==> config.mk <==
export PLATFORM = sky130hd
export DESIGN_NAME = softstart_seq
export DESIGN_NICKNAME = d
export VERILOG_FILES = /design/src/hw/softstart_pkg.sv /design/src/hw/softstart_seq.sv
export SDC_FILE = /design/constraint.sdc
export NUM_CORES = 1
export LEC_CHECK = 0
export ABC_AREA = 1
export BUFFER_PORTS_ARGS = -buffer_cell sky130_fd_sc_hd__buf_2
export CAP_MARGIN = 20
export CORE_MARGIN = 2
export CORE_UTILIZATION = 50
export DETAILED_ROUTE_END_ITERATION = 8
export MAX_ROUTING_LAYER = met4
export PLACE_DENSITY = 0.71
export SLEW_MARGIN = 20
export SYNTH_ARGS = -nofsm -noshare
export SYNTH_HDL_FRONTEND = slang
export SYNTH_SLANG_ARGS = --single-unit
==> constraint.sdc <==
create_clock -name mclk -period 9.3 [get_ports mclk]
set_clock_uncertainty 0.1 [all_clocks]
set_input_delay 2.325 -clock mclk [delete_from_list [all_inputs] [get_ports mclk]]
set_output_delay 2.325 -clock mclk [all_outputs]
set_load 0.01 [all_outputs]
==> src/hw/softstart_pkg.sv <==
// Purpose: Shared constants and carriers for the soft starter sequencer.
// Assumes: One 40 MHz clock, AXI4-Lite register access with 32-bit data.
// Notes:   All times are kept in their own unit; only the tick is converted to cycles here.
package softstart_pkg;

  // ----------------------------------------------------------------------
  // Clock and timing
  // ----------------------------------------------------------------------
  localparam int CLK_MHZ     = 40;
  localparam int TICK_US     = 1000;
  localparam int TICK_CYCLES = TICK_US * CLK_MHZ;
  localparam int KICK_MS     = 500;
  localparam int FLASH_MS    = 250;
  localparam int PAUSE_MS    = 1000;
  localparam int BLINK_MIN   = 16;

  // ----------------------------------------------------------------------
  // Register map and reset values
  // ----------------------------------------------------------------------
  localparam logic [31:0] UP_DIV_OFS    = 32'h0000_0000;
  localparam logic [31:0] DOWN_DIV_OFS  = 32'h0000_0004;
  localparam logic [31:0] START_LVL_OFS = 32'h0000_0008;
  localparam logic [31:0] STATUS_OFS    = 32'h0000_000C;
  localparam logic [15:0] UP_DIV_RST    = 16'h0004;
  localparam logic [15:0] DOWN_DIV_RST  = 16'h0004;
  localparam logic [7:0]  START_LVL_RST = 8'h40;
  localparam logic [7:0]  LEVEL_FULL    = 8'hFF;
  localparam int          STAT_CODE_POS = 8;
  localparam int          STAT_LVL_POS  = 16;
  localparam logic [1:0]  RESP_OKAY     = 2'h0;
  localparam logic [1:0]  RESP_SLVERR   = 2'h2;

  // ----------------------------------------------------------------------
  // Sequencer states
  // ----------------------------------------------------------------------
  typedef enum logic [5:0] {
    ST_IDLE      = 6'h01,
    ST_KICK      = 6'h02,
    ST_RAMP_UP   = 6'h04,
    ST_BYPASS    = 6'h08,
    ST_RAMP_DOWN = 6'h10,
    ST_FAULT     = 6'h20
  } seq_state_e;

  // ----------------------------------------------------------------------
  // AXI4-Lite carriers
  // ----------------------------------------------------------------------
  typedef struct packed {
    logic [31:0] awaddr;
    logic        awvalid;
    logic [31:0] wdata;
    logic [3:0]  wstrb;
    logic        wvalid;
    logic        bready;
    logic [31:0] araddr;
    logic        arvalid;
    logic        rready;
  } axil_req_s;

  typedef struct packed {
    logic        awready;
    logic        wready;
    logic [1:0]  bresp;
    logic        bvalid;
    logic        arready;
    logic [31:0] rdata;
    logic [1:0]  rresp;
    logic        rvalid;
  } axil_resp_s;

endpackage

==> src/hw/softstart_seq.sv <==
// Purpose: Start/stop ramp sequencing, bypass, lamps and fault latching.
// Assumes: Pins are asynchronous and are filtered by three flip-flops.
// Notes:   Faults clear only through rst, which stands for power-on.
`timescale 1ns/1ps

module softstart_seq #(
  parameter int MS_CYCLES = softstart_pkg::TICK_CYCLES
) (
  input  wire logic                      mclk,
  input  wire logic                      rst,
  input  wire logic                      start_stop_input,
  input  wire logic                      kick_boost_input,
  input  wire logic [7:0]                fault_sense,
  input  wire softstart_pkg::axil_req_s  axil_req,
  output softstart_pkg::axil_resp_s      axil_resp,
  output logic [7:0]                     phase1_drive,
  output logic [7:0]                     phase3_drive,
  output logic                           bypass_relay_contacts,
  output logic                           fault_relay_contacts,
  output logic                           green_lamp,
  output logic                           yellow_lamp
);
  import softstart_pkg::*;

  // ----------------------------------------------------------------------
  // Declarations
  // ----------------------------------------------------------------------
  logic [9:0]  sync1;
  logic [9:0]  sync2;
  logic [9:0]  sync3;
  logic [9:0]  pins;
  logic [15:0] tick_cnt;
  logic        ms_tick;
  logic [15:0] up_div;
  logic [15:0] down_div;
  logic [7:0]  start_lvl;
  seq_state_e  state;
  seq_state_e  next_state;
  logic [7:0]  level;
  logic [15:0] step_cnt;
  logic [9:0]  kick_cnt;
  logic [3:0]  fault_code;
  logic [3:0]  next_code;
  logic [13:0] blink_acc;
  logic        blink;
  logic        fl_on;
  logic [3:0]  fl_num;
  logic [9:0]  fl_cnt;
  logic        aw_got;
  logic        w_got;
  logic [31:0] aw_addr;
  logic [31:0] w_data;
  logic [3:0]  w_strb;
  logic        run_req;
  logic        step_due;

  // Applies byte enables of a write to a register image.
  function automatic logic [31:0] merge(input logic [31:0] old,
                                        input logic [31:0] data,
                                        input logic [3:0]  strb);
    logic [31:0] res;
    res = old;
    for (int i = 0; i < 4; i++) begin
      if (strb[i]) begin
        res[8*i +: 8] = data[8*i +: 8];
      end
    end
    return res;
  endfunction

  // ----------------------------------------------------------------------
  // Pin filtering and time base
  // ----------------------------------------------------------------------
  // Three-stage synchroniser; a change is accepted when stages two and
  // three agree, so a single metastable sample never reaches the logic.
  always_ff @(posedge mclk) begin
    if (rst) begin
      sync1 <= 10'h000;
      sync2 <= 10'h000;
      sync3 <= 10'h000;
      pins  <= 10'h000;
    end else begin
      sync1 <= {fault_sense, kick_boost_input, start_stop_input};
      sync2 <= sync1;
      sync3 <= sync2;
      for (int i = 0; i < 10; i++) begin
        if (sync2[i] == sync3[i]) begin
          pins[i] <= sync3[i];
        end
      end
    end
  end

  // Closed contact requests a start, open contact a stop.
  assign run_req  = pins[0];
  assign step_due = ms_tick &&
    (step_cnt >= ((state == ST_RAMP_DOWN) ? down_div : up_div) - 16'h0001);

  // Millisecond enable pulse for all slow timing.
  always_ff @(posedge mclk) begin
    if (rst) begin
      tick_cnt <= 16'h0000;
      ms_tick  <= 1'b0;
    end else if (tick_cnt == 16'(MS_CYCLES - 1)) begin
      tick_cnt <= 16'h0000;
      ms_tick  <= 1'b1;
    end else begin
      tick_cnt <= tick_cnt + 16'h0001;
      ms_tick  <= 1'b0;
    end
  end

  // ----------------------------------------------------------------------
  // Fault latch
  // ----------------------------------------------------------------------
  // Lowest asserted source gives the code; bit i reports code i+1.
  always_comb begin
    next_code = 4'h0;
    for (int i = 7; i >= 0; i--) begin
      if (pins[2+i]) begin
        next_code = 4'(i + 1);
      end
    end
  end

  // Code is held from the first fault until power-on reset only.
  always_ff @(posedge mclk) begin
    if (rst) begin
      fault_code <= 4'h0;
    end else if (fault_code == 4'h0) begin
      fault_code <= next_code;
    end
  end

  // ----------------------------------------------------------------------
  // Sequencer
  // ----------------------------------------------------------------------
  // Next state of the start/stop sequence.
  always_comb begin
    next_state = state;
    case (state)
      ST_IDLE: begin
        if (run_req) begin
          next_state = pins[1] ? ST_KICK : ST_RAMP_UP;
        end
      end
      ST_KICK: begin
        if (!run_req) begin
          next_state = ST_RAMP_DOWN;
        end else if (ms_tick && kick_cnt == 10'(KICK_MS - 1)) begin
          next_state = ST_RAMP_UP;
        end
      end
      ST_RAMP_UP: begin
        if (!run_req) begin
          next_state = ST_RAMP_DOWN;
        end else if (step_due && level == LEVEL_FULL) begin
          next_state = ST_BYPASS;
        end
      end
      ST_BYPASS: begin
        if (!run_req) begin
          next_state = ST_RAMP_DOWN;
        end
      end
      ST_RAMP_DOWN: begin
        if (run_req) begin
          next_state = ST_RAMP_UP;
        end else if (step_due && level == 8'h00) begin
          next_state = ST_IDLE;
        end
      end
      ST_FAULT: begin
        next_state = ST_FAULT;
      end
      default: begin
        next_state = ST_IDLE;
      end
    endcase
    if (fault_code != 4'h0 || next_code != 4'h0) begin
      next_state = ST_FAULT;
    end
  end

  // State register.
  always_ff @(posedge mclk) begin
    if (rst) begin
      state <= ST_IDLE;
    end else begin
      state <= next_state;
    end
  end

  // Kick interval counter in milliseconds.
  always_ff @(posedge mclk) begin
    if (rst || state != ST_KICK) begin
      kick_cnt <= 10'h000;
    end else if (ms_tick) begin
      kick_cnt <= kick_cnt + 10'h001;
    end
  end

  // Ramp level: steps once per divider period, up or down.
  always_ff @(posedge mclk) begin
    if (rst) begin
      level    <= 8'h00;
      step_cnt <= 16'h0000;
    end else begin
      if (ms_tick) begin
        step_cnt <= step_due ? 16'h0000 : step_cnt + 16'h0001;
      end
      case (next_state)
        ST_IDLE, ST_FAULT: begin
          level <= 8'h00;
        end
        ST_KICK, ST_BYPASS: begin
          level <= LEVEL_FULL;
        end
        ST_RAMP_UP: begin
          if (state == ST_IDLE || state == ST_KICK) begin
            level <= start_lvl;
          end else if (step_due && level != LEVEL_FULL) begin
            level <= level + 8'h01;
          end
        end
        ST_RAMP_DOWN: begin
          if (step_due && level != 8'h00) begin
            level <= level - 8'h01;
          end
        end
        default: begin
          level <= 8'h00;
        end
      endcase
    end
  end

  // Drive and relay outputs; phase two is never controlled.
  always_ff @(posedge mclk) begin
    if (rst) begin
      phase1_drive          <= 8'h00;
      phase3_drive          <= 8'h00;
      bypass_relay_contacts <= 1'b0;
      fault_relay_contacts  <= 1'b0;
    end else begin
      phase1_drive          <= level;
      phase3_drive          <= level;
      bypass_relay_contacts <= (state == ST_BYPASS);
      fault_relay_contacts  <= (state == ST_FAULT);
    end
  end

  // ----------------------------------------------------------------------
  // Lamps
  // ----------------------------------------------------------------------
  // Blink accumulator: higher level overflows sooner, so blink is faster.
  always_ff @(posedge mclk) begin
    if (rst) begin
      blink_acc <= 14'h0000;
      blink     <= 1'b0;
    end else if (ms_tick) begin
      {blink, blink_acc} <= {1'b0, blink_acc} +
                            15'({7'h00, level}) + 15'(BLINK_MIN) +
                            {blink, 14'h0000};
    end
  end

  // Fault flash train: code flashes at a fixed rate, then a pause.
  // The train starts on a tick, so the first flash is full length too.
  always_ff @(posedge mclk) begin
    if (rst || state != ST_FAULT) begin
      fl_on  <= 1'b0;
      fl_num <= 4'h0;
      fl_cnt <= 10'h000;
    end else if (ms_tick) begin
      if (fl_num == 4'h0) begin
        fl_on  <= 1'b1;
        fl_num <= 4'h1;
        fl_cnt <= 10'h000;
      end else if (fl_on && fl_cnt == 10'(FLASH_MS - 1)) begin
        fl_on  <= 1'b0;
        fl_cnt <= 10'h000;
      end else if (!fl_on && fl_num == fault_code &&
                   fl_cnt == 10'(PAUSE_MS - 1)) begin
        fl_on  <= 1'b1;
        fl_num <= 4'h1;
        fl_cnt <= 10'h000;
      end else if (!fl_on && fl_num != fault_code &&
                   fl_cnt == 10'(FLASH_MS - 1)) begin
        fl_on  <= 1'b1;
        fl_num <= fl_num + 4'h1;
        fl_cnt <= 10'h000;
      end else begin
        fl_cnt <= fl_cnt + 10'h001;
      end
    end
  end

  // Lamp outputs with fault indication taking priority.
  always_ff @(posedge mclk) begin
    if (rst) begin
      green_lamp  <= 1'b0;
      yellow_lamp <= 1'b0;
    end else begin
      green_lamp <= (state != ST_FAULT);
      case (state)
        ST_FAULT:   yellow_lamp <= fl_on;
        ST_BYPASS:  yellow_lamp <= 1'b1;
        ST_IDLE:    yellow_lamp <= 1'b0;
        default:    yellow_lamp <= blink;
      endcase
    end
  end

  // ----------------------------------------------------------------------
  // AXI4-Lite slave
  // ----------------------------------------------------------------------
  // Write channel: address and data are accepted in either order.
  always_ff @(posedge mclk) begin
    if (rst) begin
      aw_got            <= 1'b0;
      w_got             <= 1'b0;
      aw_addr           <= 32'h0000_0000;
      w_data            <= 32'h0000_0000;
      w_strb            <= 4'h0;
      axil_resp.awready <= 1'b0;
      axil_resp.wready  <= 1'b0;
      axil_resp.bvalid  <= 1'b0;
      axil_resp.bresp   <= RESP_OKAY;
      up_div            <= UP_DIV_RST;
      down_div          <= DOWN_DIV_RST;
      start_lvl         <= START_LVL_RST;
    end else begin
      axil_resp.awready <= 1'b0;
      axil_resp.wready  <= 1'b0;
      if (axil_req.awvalid && !aw_got && !axil_resp.awready) begin
        axil_resp.awready <= 1'b1;
        aw_got            <= 1'b1;
        aw_addr           <= axil_req.awaddr;
      end
      if (axil_req.wvalid && !w_got && !axil_resp.wready) begin
        axil_resp.wready <= 1'b1;
        w_got            <= 1'b1;
        w_data           <= axil_req.wdata;
        w_strb           <= axil_req.wstrb;
      end
      if (aw_got && w_got && !axil_resp.bvalid) begin
        axil_resp.bvalid <= 1'b1;
        axil_resp.bresp  <= RESP_OKAY;
        case (aw_addr)
          UP_DIV_OFS:    up_div    <= 16'(merge({16'h0000, up_div},
                                                w_data, w_strb));
          DOWN_DIV_OFS:  down_div  <= 16'(merge({16'h0000, down_div},
                                                w_data, w_strb));
          START_LVL_OFS: start_lvl <= 8'(merge({24'h000000, start_lvl},
                                               w_data, w_strb));
          STATUS_OFS:    axil_resp.bresp <= RESP_OKAY;
          default:       axil_resp.bresp <= RESP_SLVERR;
        endcase
      end
      if (axil_resp.bvalid && axil_req.bready) begin
        axil_resp.bvalid <= 1'b0;
        aw_got           <= 1'b0;
        w_got            <= 1'b0;
      end
    end
  end

  // Read channel: one read at a time, data registered with the answer.
  always_ff @(posedge mclk) begin
    if (rst) begin
      axil_resp.arready <= 1'b0;
      axil_resp.rvalid  <= 1'b0;
      axil_resp.rdata   <= 32'h0000_0000;
      axil_resp.rresp   <= RESP_OKAY;
    end else begin
      axil_resp.arready <= 1'b0;
      if (axil_req.arvalid && !axil_resp.rvalid && !axil_resp.arready) begin
        axil_resp.arready <= 1'b1;
        axil_resp.rvalid  <= 1'b1;
        axil_resp.rresp   <= RESP_OKAY;
        case (axil_req.araddr)
          UP_DIV_OFS:    axil_resp.rdata <= {16'h0000, up_div};
          DOWN_DIV_OFS:  axil_resp.rdata <= {16'h0000, down_div};
          START_LVL_OFS: axil_resp.rdata <= {24'h000000, start_lvl};
          STATUS_OFS: begin
            axil_resp.rdata <= 32'h0000_0000;
            axil_resp.rdata[5:0] <= state;
            axil_resp.rdata[STAT_CODE_POS +: 4] <= fault_code;
            axil_resp.rdata[STAT_LVL_POS +: 8]  <= level;
          end
          default: begin
            axil_resp.rdata <= 32'h0000_0000;
            axil_resp.rresp <= RESP_SLVERR;
          end
        endcase
      end else if (axil_resp.rvalid && axil_req.rready) begin
        axil_resp.rvalid <= 1'b0;
      end
    end
  end

endmodule
# Yosys cells after proc, flatten, opt, wreduce, memory -nomap -nowiden
# Index checks and enable logic that the tools add are counted.
# Widths: inputs -> output; s select.
totals:
  ff_bits: 276
  input_bits: 117
classes:
  n_addsub: 11
  reduce_logical: 57
  n_mux: 47
  order_cmp: 1
  eq_ne: 39
ops:
  columns: ["cell", "count"]
  rows:
  - ["$eq 32x4->1 const B", 4]
  - ["$pmux 24 s4", 1]
  - ["$eq 32x3->1 const B", 2]
  - ["$logic_not 32->1", 2]
  - ["$mux 6", 9]
  - ["$mux 4", 12]
  - ["$mux 10", 4]
  - ["$pmux 6 s6", 1]
  - ["$mux 35", 1]
  - ["$add 16x1->16 const B", 2]
  - ["$mux 16", 2]
  - ["$mux 8", 3]
  - ["$pmux 8 s3", 1]
  - ["$logic_and 1x1->1", 21]
  - ["$add 10x1->10 const B", 2]
  - ["$reduce_and 3->1", 6]
  - ["$eq 16x16->1 const B", 1]
  - ["$ge 16x16->1", 1]
  - ["$sub 16x1->16 const B", 1]
  - ["$add 14x8->15", 1]
  - ["$add 15x15->15", 1]
  - ["$add 15x5->15 const B", 1]
  - ["$eq 6x2->1 const B", 2]
  - ["$eq 6x3->1 const B", 2]
  - ["other kinds (34)", 72]

# Longest topological paths before layout
# Gate-level depths: netlist of run 1.
depth:
  ltp_word: 14
  mapped_depth: 30
  depth_no_buf: 29

# Least setup slack after synthesis of run 1
# OpenSTA, ideal clock, no wires.
synth_timing:
  path_type: "input to register"
  from: "in axil_req[26] (netlist name)"
  to: "reg axil_resp[4] (netlist name)"
  required_ps: 9130
  stages: 9
  n_path_buf: 0
  t_arrival_ps: 3554
  setup_slack_ps: 5576
  setup_time_ps: 70
  path_cell_list: "nor4_1 -> nand2_1 -> nor2_1 -> nand2_1 -> clkinv_1 -> nand2_1 -> o21ai_0 -> o21ai_0 -> a21oi_1"
synth_between:
  elab_chain_cells: 2
  word_cells_on_any_way: 5
  cone_classes: "3 x eq/ne; 1 x mux; 1 x reduce/logical"
synth_rtl:
  columns: ["item", "line_no", "text"]
  rows:
  - ["start: declaration", "softstart_seq.sv:14", "input wire softstart_pkg::axil_req_s axil_req,"]
  - ["$eq 32x4->1, or another cell as far along", "softstart_seq.sv:382", "case (axil_req.araddr)"]
  - ["$pmux 24 s4 *", "softstart_seq.sv:382", null]
  - ["end: declaration", "softstart_seq.sv:15", "output softstart_pkg::axil_resp_s axil_resp,"]
# Mark *: on every way between the ends. The rest lies on a longest branch, timed or not.
# A chain may end at the register's enable or synchronous reset.

# Final worst setup path of run 1
layout_timing:
  from: "reg state[2]"
  to: "reg level[4]"
layout_between:
  elab_chain_cells: 13
  word_cells_on_any_way: 35
  cone_classes: "1 x add/sub; 1 x order compare; 12 x eq/ne; 13 x mux; 8 x reduce/logical"
layout_rtl:
  columns: ["item", "line_no", "text"]
  rows:
  - ["start: declaration", "softstart_seq.sv:37", "seq_state_e state;"]
  - ["start signal: assignment", "softstart_seq.sv:190", "state <= next_state;"]
  - ["$eq 6x5->1", "softstart_seq.sv:97, softstart_seq.sv:141", null]
  - ["$mux 16", "softstart_seq.sv:97", "(step_cnt >= ((state == ST_RAMP_DOWN) ? down_div : up_div) - 16'h0001);"]
  - ["$sub 16x1->16", "softstart_seq.sv:97", null]
  - ["$ge 16x16->1", "softstart_seq.sv:97", null]
  - ["$logic_and 1x1->1", "softstart_seq.sv:96", "assign step_due = ms_tick &&"]
  - ["$logic_and 1x1->1, on equally long branches", "softstart_seq.sv:169, softstart_seq.sv:157", null]
  - ["$mux 6, on equally long branches", "softstart_seq.sv:169, softstart_seq.sv:157", null]
  - ["$mux 6, on equally long branches", "softstart_seq.sv:167, softstart_seq.sv:155", null]
  - ["$pmux 6 s6", "softstart_seq.sv:141", "case (state)"]
  - ["$mux 6", "softstart_seq.sv:180", "if (fault_code != 4'h0 || next_code != 4'h0) begin"]
  - ["$eq 6x2->1, or another cell as far along", "softstart_seq.sv:212", "case (next_state)"]
  - ["$reduce_or 2->1, or another cell as far along", "softstart_seq.sv:212", null]
  - ["$pmux 8 s3 / $reduce_and 2->1 (equally long branches)", null, null]
  - ["end signal: assignment", "softstart_seq.sv:221", "level <= start_lvl;"]
  - ["end signal: assignment", "softstart_seq.sv:223", "level <= level + 8'h01;"]
  - ["end signal: assignment", "softstart_seq.sv:228", "level <= level - 8'h01;"]
  - ["end: declaration", "softstart_seq.sv:39", "logic [7:0] level;"]
# Several ways; a longest one is shown, not always the timed one.

==> results of run 1 <==
## sequential cells by signal, summed over array words and instances, names as in the netlist, 10 cells and up
register / cells
aw_addr: 32
axil_resp: 31
blink_acc: 14
down_div: 16
fl_cnt: 10
kick_cnt: 10
pins: 10
step_cnt: 16
sync1: 10
sync2: 10
sync3: 10
tick_cnt: 16
up_div: 16
w_data: 16
## cell type report
type	instances	area, um^2	share of cell area (%)
repair buffers	155	793.3	5.620
well taps	324	405.4	2.872
clock buffers	34	772.0	5.469
clock inverters	15	177.7	1.259
flip-flops and latches	266	5325	37.72
inverters	242	908.4	6.435
multi-input cells	1062	5724	40.55
diodes	4	10.01	0.07091
## worst min-delay path, delay by kind of cell (launching register included)
family	cells	cell delay, ns
flops	1	0.29
buf+inv	1	0.04
simple gates	1	0.03
## layer usage
metal,vias up,track usage [%]
met3,46,3.848
met5,-,-
met2,261,33.79
li1,5576,-
met1,4727,29.55
met4,0,5.763
## worst max-delay path by stage
stage                            start            to  slack [ns]  depth (start not counted)
after floorplan           axil_req[26]  axil_resp[4]        5.58                          9
after global placement             rst  tick_cnt[14]        4.65                          7
final                         state[2]      level[4]        4.63                         26
after CTS                     state[2]      level[4]        4.66                         26
after detailed placement           rst  tick_cnt[14]        4.64                          7
after global routing          state[2]      level[4]        4.14                         26
## power by group through the flow
stage / clock, W / sequential (W) / combinational (W)
floorplan: 0 / 0.00121 / 0.0000981
global placement: 0 / 0.00121 / 0.000138
detailed placement: 0 / 0.00121 / 0.000140
CTS: 0.00116 / 0.00119 / 0.000141
global route: 0.00121 / 0.00119 / 0.000159
finish: 0.00114 / 0.00119 / 0.000139
## placed cells by master (no fill, tap or decap), types with 10 or more instances in the layout
master     Yosys  layout
a211oi_1      12      12
a21oi_1      181     181
buf_2          6     148
clkbuf_16      0      27
conb_1         1      10
dfxtp_1      266     266
ha_1          42      42
inv_1        233     233
nand2_1      231     231
nand3_1       67      67
nand4_1       25      25
nor2_1       161     161
nor3_1        27      27
nor3_2        10      10
nor4_1        15      15
o21ai_0      155     155
xnor2_1       11      11
xor2_1        37      37
## logic make-up after synthesis
group	after synthesis	synth area share [%]
flops	266	43.30
simple gates	578	21.80
other cells	1	0.03049
compound gates	383	16.58
fa+ha+maj	43	4.435
buf+inv	316	10.44
xor+xnor	48	3.418
## per-stage QoR
| step | util (%) | setup WS, ns | hold slack, ns | total power [W] |
|---|---|---|---|---|
| after floorplan | - | 5.576 | 0.2883 | 0.001308 |
| after global placement | 54.26 | 4.646 | 0.2929 | 0.001349 |
| after detailed placement | 54.26 | 4.639 | 0.2994 | 0.001352 |
| after CTS | 58.17 | 4.659 | 0.3082 | 0.002486 |
| after global routing | 58.21 | 4.136 | 0.3253 | 0.002559 |
| final | 58.21 | 4.629 | 0.3035 | 0.002467 |
==> impl_metrics.ini, run 1 <==
[logic_synthesis]
yosysWarningCount = 0
synth_top_cells_by_area = dfxtp_1 (43%), a21oi_1 (7.4%), inv_1 (7.1%)
netlist-cell-type-count = 49
syn_inst = 1635
ys_async_sr_fraction_pct = 0
synth_top_cell_by_area = dfxtp_1
synth_top_area_share_pct = 43.30
ys_seq_area_share_pct = 43.30
synth_edf_count = 0
synth_common_cells = dfxtp_1 (266), inv_1 (233), nand2_1 (231)
yosysMostFrequentCell = dfxtp_1
syn_area_per_cell_um2 = 7.523
ys.flop_type = dfxtp_1
syn_area_um2 = 12300
ys_ff_latch = 266

[placed_design]
port_buffers = 149
gp_congestion = 0.8927
dp_cells = 2049
place_area_um2 = 13160
dp_hpwl_um = 20220

[floorplanning]
fp.dieArea_um2 = 25870
die_w_um = 160.8
die_h_um = 160.8
start_util_pct = 50.72
ios = 178
rows = 57
core_um2 = 24250

[critical_path]
cp.arrival_ns = 5.06
cp-start-kind = register
r2r_start = state[2]
crit_fanout = 35
end_kind = register
critPathMaxStageDelay_ns = 0.45
cpMaxStageDelayCell = o21ai_2
required_ns = 9.69
crit_top_cell = nand2_1
cpLargestDelayFamily = simple AND/OR/NAND/NOR gates
cp_num_buf_inv = 3
r2r_end = level[4]
reg2reg_setup_slack_ns = 4.63
rr_worst_depth = 26
worst-setup-path-type = register to register

[pwr]
pwr-share-comb_pct = 5.7
ir_worst_vdd_v = 0.0001362
intPower_w = 0.001894
power.net_switching_w = 0.0005728
pwr_density_cell_nw_per_um2 = 174.7
switching_share_pct = 23.22
p_leak_nw = 6.031
seq_power_share_pct = 48.1
pwr-share-clk_pct = 46.2

[cells_and_area]
fin_area_um2 = 14120
drive_above_1_share_pct = 14.37
num-fill-cells = 2291
syn2layout_area_growth_pct = 14.77
final_cell_count_no_fill = 2102
nNetsFinal = 1914

[clocking]
cts_tree = yes
root_buffer = clkbuf_16
cts_setup_buffers = 0
cts.path.max_buffers = 3
clk_latency_ns = 0.55
cts-htree-levels = 1
numCtsBuffers = 27
clock-sinks = 266
holdBufCountCts = 0
ctsResizeCount = 0
clk_pin_slew_ns = 0.07

[routing]
wl_met3_um = 1681
top_layer = met4
drt-initial-drc-count = 651
wirelength_met1_um = 13310
wl_met2_um = 12250
wire_per_inst_um = 13.28
routed_wl_um = 27910
detail-route-antenna-nets = 0
viasPerCell = 5.048
vias = 10610
detail_route.first_pass.iterations = 5
drc_errors = 0

[job]
drv_cap = 0

[min_path]
hold_depth = 2
holdCritStartpoint = sync1[5]
hold_path.class = register to register
hold-path-endpoint = sync2[5]

[timing]
slew_headroom_pct = 40.17
period_minus_slack_ns = 4.671
setup_violations = 0
rsz0062_at_grt = no
tightest_slew_ns = 0.8925
drv_slew = 0
period_share_pct = 50.23
setup_tns_ns = 0
timing.fmax_mhz = 214.1
finalHoldViolations = 0

[global_routing]
antenna_found_initial = 4
track_usage_pct = 21.80
grt_start_max_net_pins = 99
grt_pass1_wl_um = 45970
first_global_vias = 9576
grt_overflow_total = 0

[status]
outcome = finished, final reports clean
Note: power is estimated with default switching activity, not from simulation.
==> inputs of run 2 (changes only) <==
clock period = 4.8 ns   (was 9.3 ns; I/O delays follow)
==> impl_metrics.ini, run 2 (synthesis gave the netlist of run 1 again) <==
[status]
outcome = finished, final reports clean

[pwr]
ir_worst_vdd_v = 0.0002363
seq_power_share_pct = 48.6
switching_share_pct = 23.00
p_leak_nw = 6.029
pwr_density_cell_nw_per_um2 = 335.3
intPower_w = 0.003644
pwr-share-comb_pct = 5.8
pwr-share-clk_pct = 45.6
power.net_switching_w = 0.001089

[clocking]
cts-htree-levels = 1
clk_latency_ns = 0.55
cts.path.max_buffers = 3
holdBufCountCts = 0
clock-sinks = 266
cts_setup_buffers = 0
clk_pin_slew_ns = 0.06
root_buffer = clkbuf_16
ctsResizeCount = 0
cts_tree = yes
numCtsBuffers = 28

[floorplanning]
die_h_um = 160.8
core_um2 = 24250
start_util_pct = 50.72
ios = 178
die_w_um = 160.8
rows = 57
fp.dieArea_um2 = 25870

[cells_and_area]
largest_register = aw_addr
nNetsFinal = 1917
layout_commonest_cell = dfxtp_1
largestRegisters = aw_addr x32, axil_resp x31
drive_above_1_share_pct = 14.12
largest_reg_flops = 32
layout_common_cells = dfxtp_1 (266), inv_1 (233), nand2_1 (231)
utilization_pct = 58.21
syn2layout_area_growth_pct = 14.77

[global_routing]
grt_start_max_net_pins = 66
antenna_found_initial = 3
first_global_vias = 10010
track_usage_pct = 22.58
grt_pass1_wl_um = 47550
grt_overflow_total = 0

[routing]
drt-initial-drc-count = 622
viasPerCell = 5.123
detail_route.first_pass.iterations = 5
routed_wl_um = 28480
wire_per_inst_um = 13.53
drc_errors = 0
detail-route-antenna-nets = 0
vias = 10783

[job]
drv_cap = 0

[timing]
drv_slew = 0
setup_violations = 0
hold_slack_ns = 0.3048
setup_tns_ns = 0
slew_headroom_pct = 38.83
period_minus_slack_ns = 4.259
timing.fmax_mhz = 234.8
rsz0062_at_grt = no
tightest_slew_ns = 0.9142
finalHoldViolations = 0
period_share_pct = 88.73

[critical_path]
cp-start-kind = register
required_ns = 5.19
crit_fanout = 28
worst-setup-path-type = register to register
end_kind = register
cp.arrival_ns = 4.65

[min_path]
hold_path.class = register to register

[placed_design]
gp_congestion = 0.8897
port_buffers = 149
dp_hpwl_um = 20810
## run 2: power groups by stage
stage | sequential, W | combinational [W] | clock, W
after floorplan | 0.00234 | 0.000190 | 0
after global placement | 0.00235 | 0.000268 | 0
after detailed placement | 0.00235 | 0.000273 | 0
after CTS | 0.00230 | 0.000275 | 0.00221
after global routing | 0.00231 | 0.000310 | 0.00231
final | 0.00230 | 0.000272 | 0.00216
## run 2: stage by stage
stage / setup WS (ns) / cell area [um^2] / instances / total power, W
floorplan: 1.183 / 12330 / 1644 / 0.002534
global placement: 0.6359 / 13170 / 2051 / 0.002615
detailed placement: 0.5531 / 13170 / 2051 / 0.002623
CTS: 0.5307 / 14110 / 2102 / 0.004784
global route: 0.1335 / 14120 / 2105 / 0.004924
finish: 0.5409 / 14120 / 2105 / 0.004733
## run 2: per-layer routing
metal / GRT usage, % / up-vias / routed length (um) / part of all wire, %
met3: 4.106 / 52 / 1922 / 6.7
met2: 35.12 / 288 / 12390 / 44
met5: - / - / 0 / 0
met4: 6.778 / 0 / 768 / 2.7
met1: 30.08 / 4866 / 13390 / 47
li1: - / 5577 / - / -
## run 2: final cells by class
cell class,instances,area [um^2]
tap,324,405.4
multi-input combinational,1062,5724
antenna,3,7.507
sequential,266,5325
clock buffer,42,813.3
timing repair buffer,157,808.3
clock inverter,9,123.9
fill,2292,10130
inverter,242,908.4
## run 2: path summary, 6_finish.rpt
kind / startpoint / slack, ns / endpoint / cells after the start
worst max-delay path: state[2] / 0.54 / level[3] / 24
worst min-delay path: sync1[7] / 0.30 / sync2[7] / 2
worst max register to register: state[2] / 0.54 / level[3] / 24
worst min register to register: sync1[7] / 0.30 / sync2[7] / 2
## run 2: critical path, cell delays in order, from the launching register on
cell and delay, ns:
dfxtp_1 0.37, nor2_4 0.18, nand4_4 0.17, buf_4 0.28, o21ai_1 0.25, inv_1 0.16, nor3_4 0.19, nand3_2 0.15
nor2_2 0.13, nand4_1 0.12, xor2_1 0.18, inv_1 0.06, ha_1 0.26, nand2_1 0.06, nor3_1 0.19, nand2_1 0.07
nand2_1 0.17, nand3_1 0.12, nand4_1 0.08, nand2_1 0.20, nand3_1 0.15, nand2_2 0.16, nor2_4 0.22, nand3_1 0.11
nand2_1 0.07
==> inputs of run 3 (changes only) <==
CORE_ASPECT_RATIO = 0.75   (was default)
==> impl_metrics.ini, run 3 (synthesis gave the netlist of run 1 again) <==
[critical_path]
worst-setup-path-type = register to register
cpLargestDelayFamily = simple AND/OR/NAND/NOR gates
cp_num_buf_inv = 2
cpMaxStageDelayCell = dfxtp_1
cp.arrival_ns = 4.72
crit_fanout = 13
crit_chain = nor2_4, nand4_4, o21ai_2, ha_1, inv_1, nor3_4, nand3_2, nor2_2, nand4_1, xor2_1, inv_1, ha_1, nand2_1, nor3_1, nand2_1, nand2_1, nand3_1, nand4_1, nand2_1, nand3_1, nand2_2, nor2_4, nand3_1, nand2_1
required_ns = 5.18
critPathMaxStageDelay_ns = 0.38
end_kind = register
cp-start-kind = register
crit_top_cell = nand2_1

[clocking]
root_buffer = clkbuf_16
cts_tree = yes
clk_pin_slew_ns = 0.06
cts-htree-levels = 1
holdBufCountCts = 0
cts_setup_buffers = 0
clock-sinks = 266
ctsResizeCount = 0
clk_latency_ns = 0.55
numCtsBuffers = 26
cts.path.max_buffers = 3

[timing]
setup_violations = 0
period_share_pct = 90.27
tightest_slew_ns = 0.9449
rsz0062_at_grt = no
setup_tns_ns = 0
timing.fmax_mhz = 230.8
drv_slew = 0
hold_slack_ns = 0.2962
finalHoldViolations = 0
period_minus_slack_ns = 4.333
slew_headroom_pct = 36.82

[routing]
drt-initial-drc-count = 642
detail-route-antenna-nets = 0
detail_route.first_pass.iterations = 7
vias = 10758
viasPerCell = 5.113
wire_per_inst_um = 13.51
drc_errors = 0
routed_wl_um = 28430

[global_routing]
grt_use_met2_pct = 33.77
grt_pass1_wl_um = 46600
grt_overflow_total = 0
antenna_found_initial = 0
track_usage_pct = 22.52
grt_start_max_net_pins = 63
grt_use_met3_pct = 4.214
first_global_vias = 9747
busiest_layer = met2
use_met1_pct = 31.38

[floorplanning]
ios = 178
fp.dieArea_um2 = 25880
start_util_pct = 51.05
die_h_um = 139.8
die_w_um = 185.1
rows = 49
core_um2 = 24090

[placed_design]
place_area_um2 = 13170
port_buffers = 149
dp_hpwl_um = 20860
gp_congestion = 0.8924
dp_cells = 2057

[min_path]
hold_path.class = register to register

[cells_and_area]
final_cell_count_no_fill = 2104
largest_register = aw_addr
diodes = 0
drive_above_1_share_pct = 13.93
largestRegisters = aw_addr x32, axil_resp x31
largest_reg_flops = 32
layout_commonest_cell = dfxtp_1
nNetsFinal = 1914
fin_area_um2 = 14040
syn2layout_area_growth_pct = 14.18
layout_common_cells = dfxtp_1 (266), inv_1 (233), nand2_1 (231)

[job]
drv_cap = 0

[status]
outcome = finished, final reports clean

[pwr]
finalPower_w = 0.004630
pwr_density_cell_nw_per_um2 = 329.7
ir_worst_vdd_v = 0.0003036
p_leak_nw = 5.983
[run 3: cell count changes in the layout (fill, tap and decap cells not counted)]
cell	previous run	this run
clkinv_4	1	0
diode_2	3	0
clkbuf_8	6	5
clkinvlp_4	0	2
clkinv_2	5	4
buf_4	9	8
clkbuf_1	8	7
clkbuf_16	28	26
[run 3: per-layer routing]
| layer | up-vias | wire (um) |
|---|---|---|
| li1 | 5562 | - |
| met1 | 4831 | 13810 |
| met2 | 329 | 12030 |
| met3 | 36 | 2050 |
| met4 | 0 | 533 |
| met5 | - | 0 |
[run 3: where the power goes]
part	switching [W]	total, W	internal [W]
Combinational	0.000179	0.000271	0.0000924
Sequential	0.0000293	0.00230	0.00227
Clock	0.000868	0.00206	0.00119
[run 3: path summary, 6_finish.rpt]
path                            startpoint        to  slack, ns  cells after the start
worst max-delay path              state[2]  level[4]       0.47                     24
worst min-delay path              sync1[7]  sync2[7]       0.30                      2
worst max register to register    state[2]  level[4]       0.47                     24
worst min register to register    sync1[7]  sync2[7]       0.30                      2
[run 3: final cells by class]
type / instances / area, um^2
Clock buffer: 38 / 745.7
Clock inverter: 9 / 125.1
Timing Repair Buffer: 156 / 800.8
Fill cell: 2232 / 10050
Multi-Input combinational cell: 1062 / 5724
Sequential cell: 266 / 5325
Inverter: 242 / 908.4
Tap cell: 331 / 414.1
[run 3: worst reg2reg max path, delay by kind of cell, from the launching register on]
kind | cells | cell delay [ns]
AND/OR/NAND/NOR | 18 | 2.68
flip-flops | 1 | 0.38
AO/OA/AOI/OAI | 1 | 0.32
adder cells (fa/ha/maj) | 2 | 0.47
XOR/XNOR | 1 | 0.19
buffers and inverters | 2 | 0.15
[run 3: through the flow]
| step | worst slack [ns] | util, % |
|---|---|---|
| final | 0.4672 | 58.29 |
| after global routing | 0.03680 | 58.29 |
| after CTS | 0.4835 | 58.29 |
| after detailed placement | 0.5059 | 54.67 |
| after global placement | 0.6787 | 54.67 |
| after floorplan | 1.183 | - |
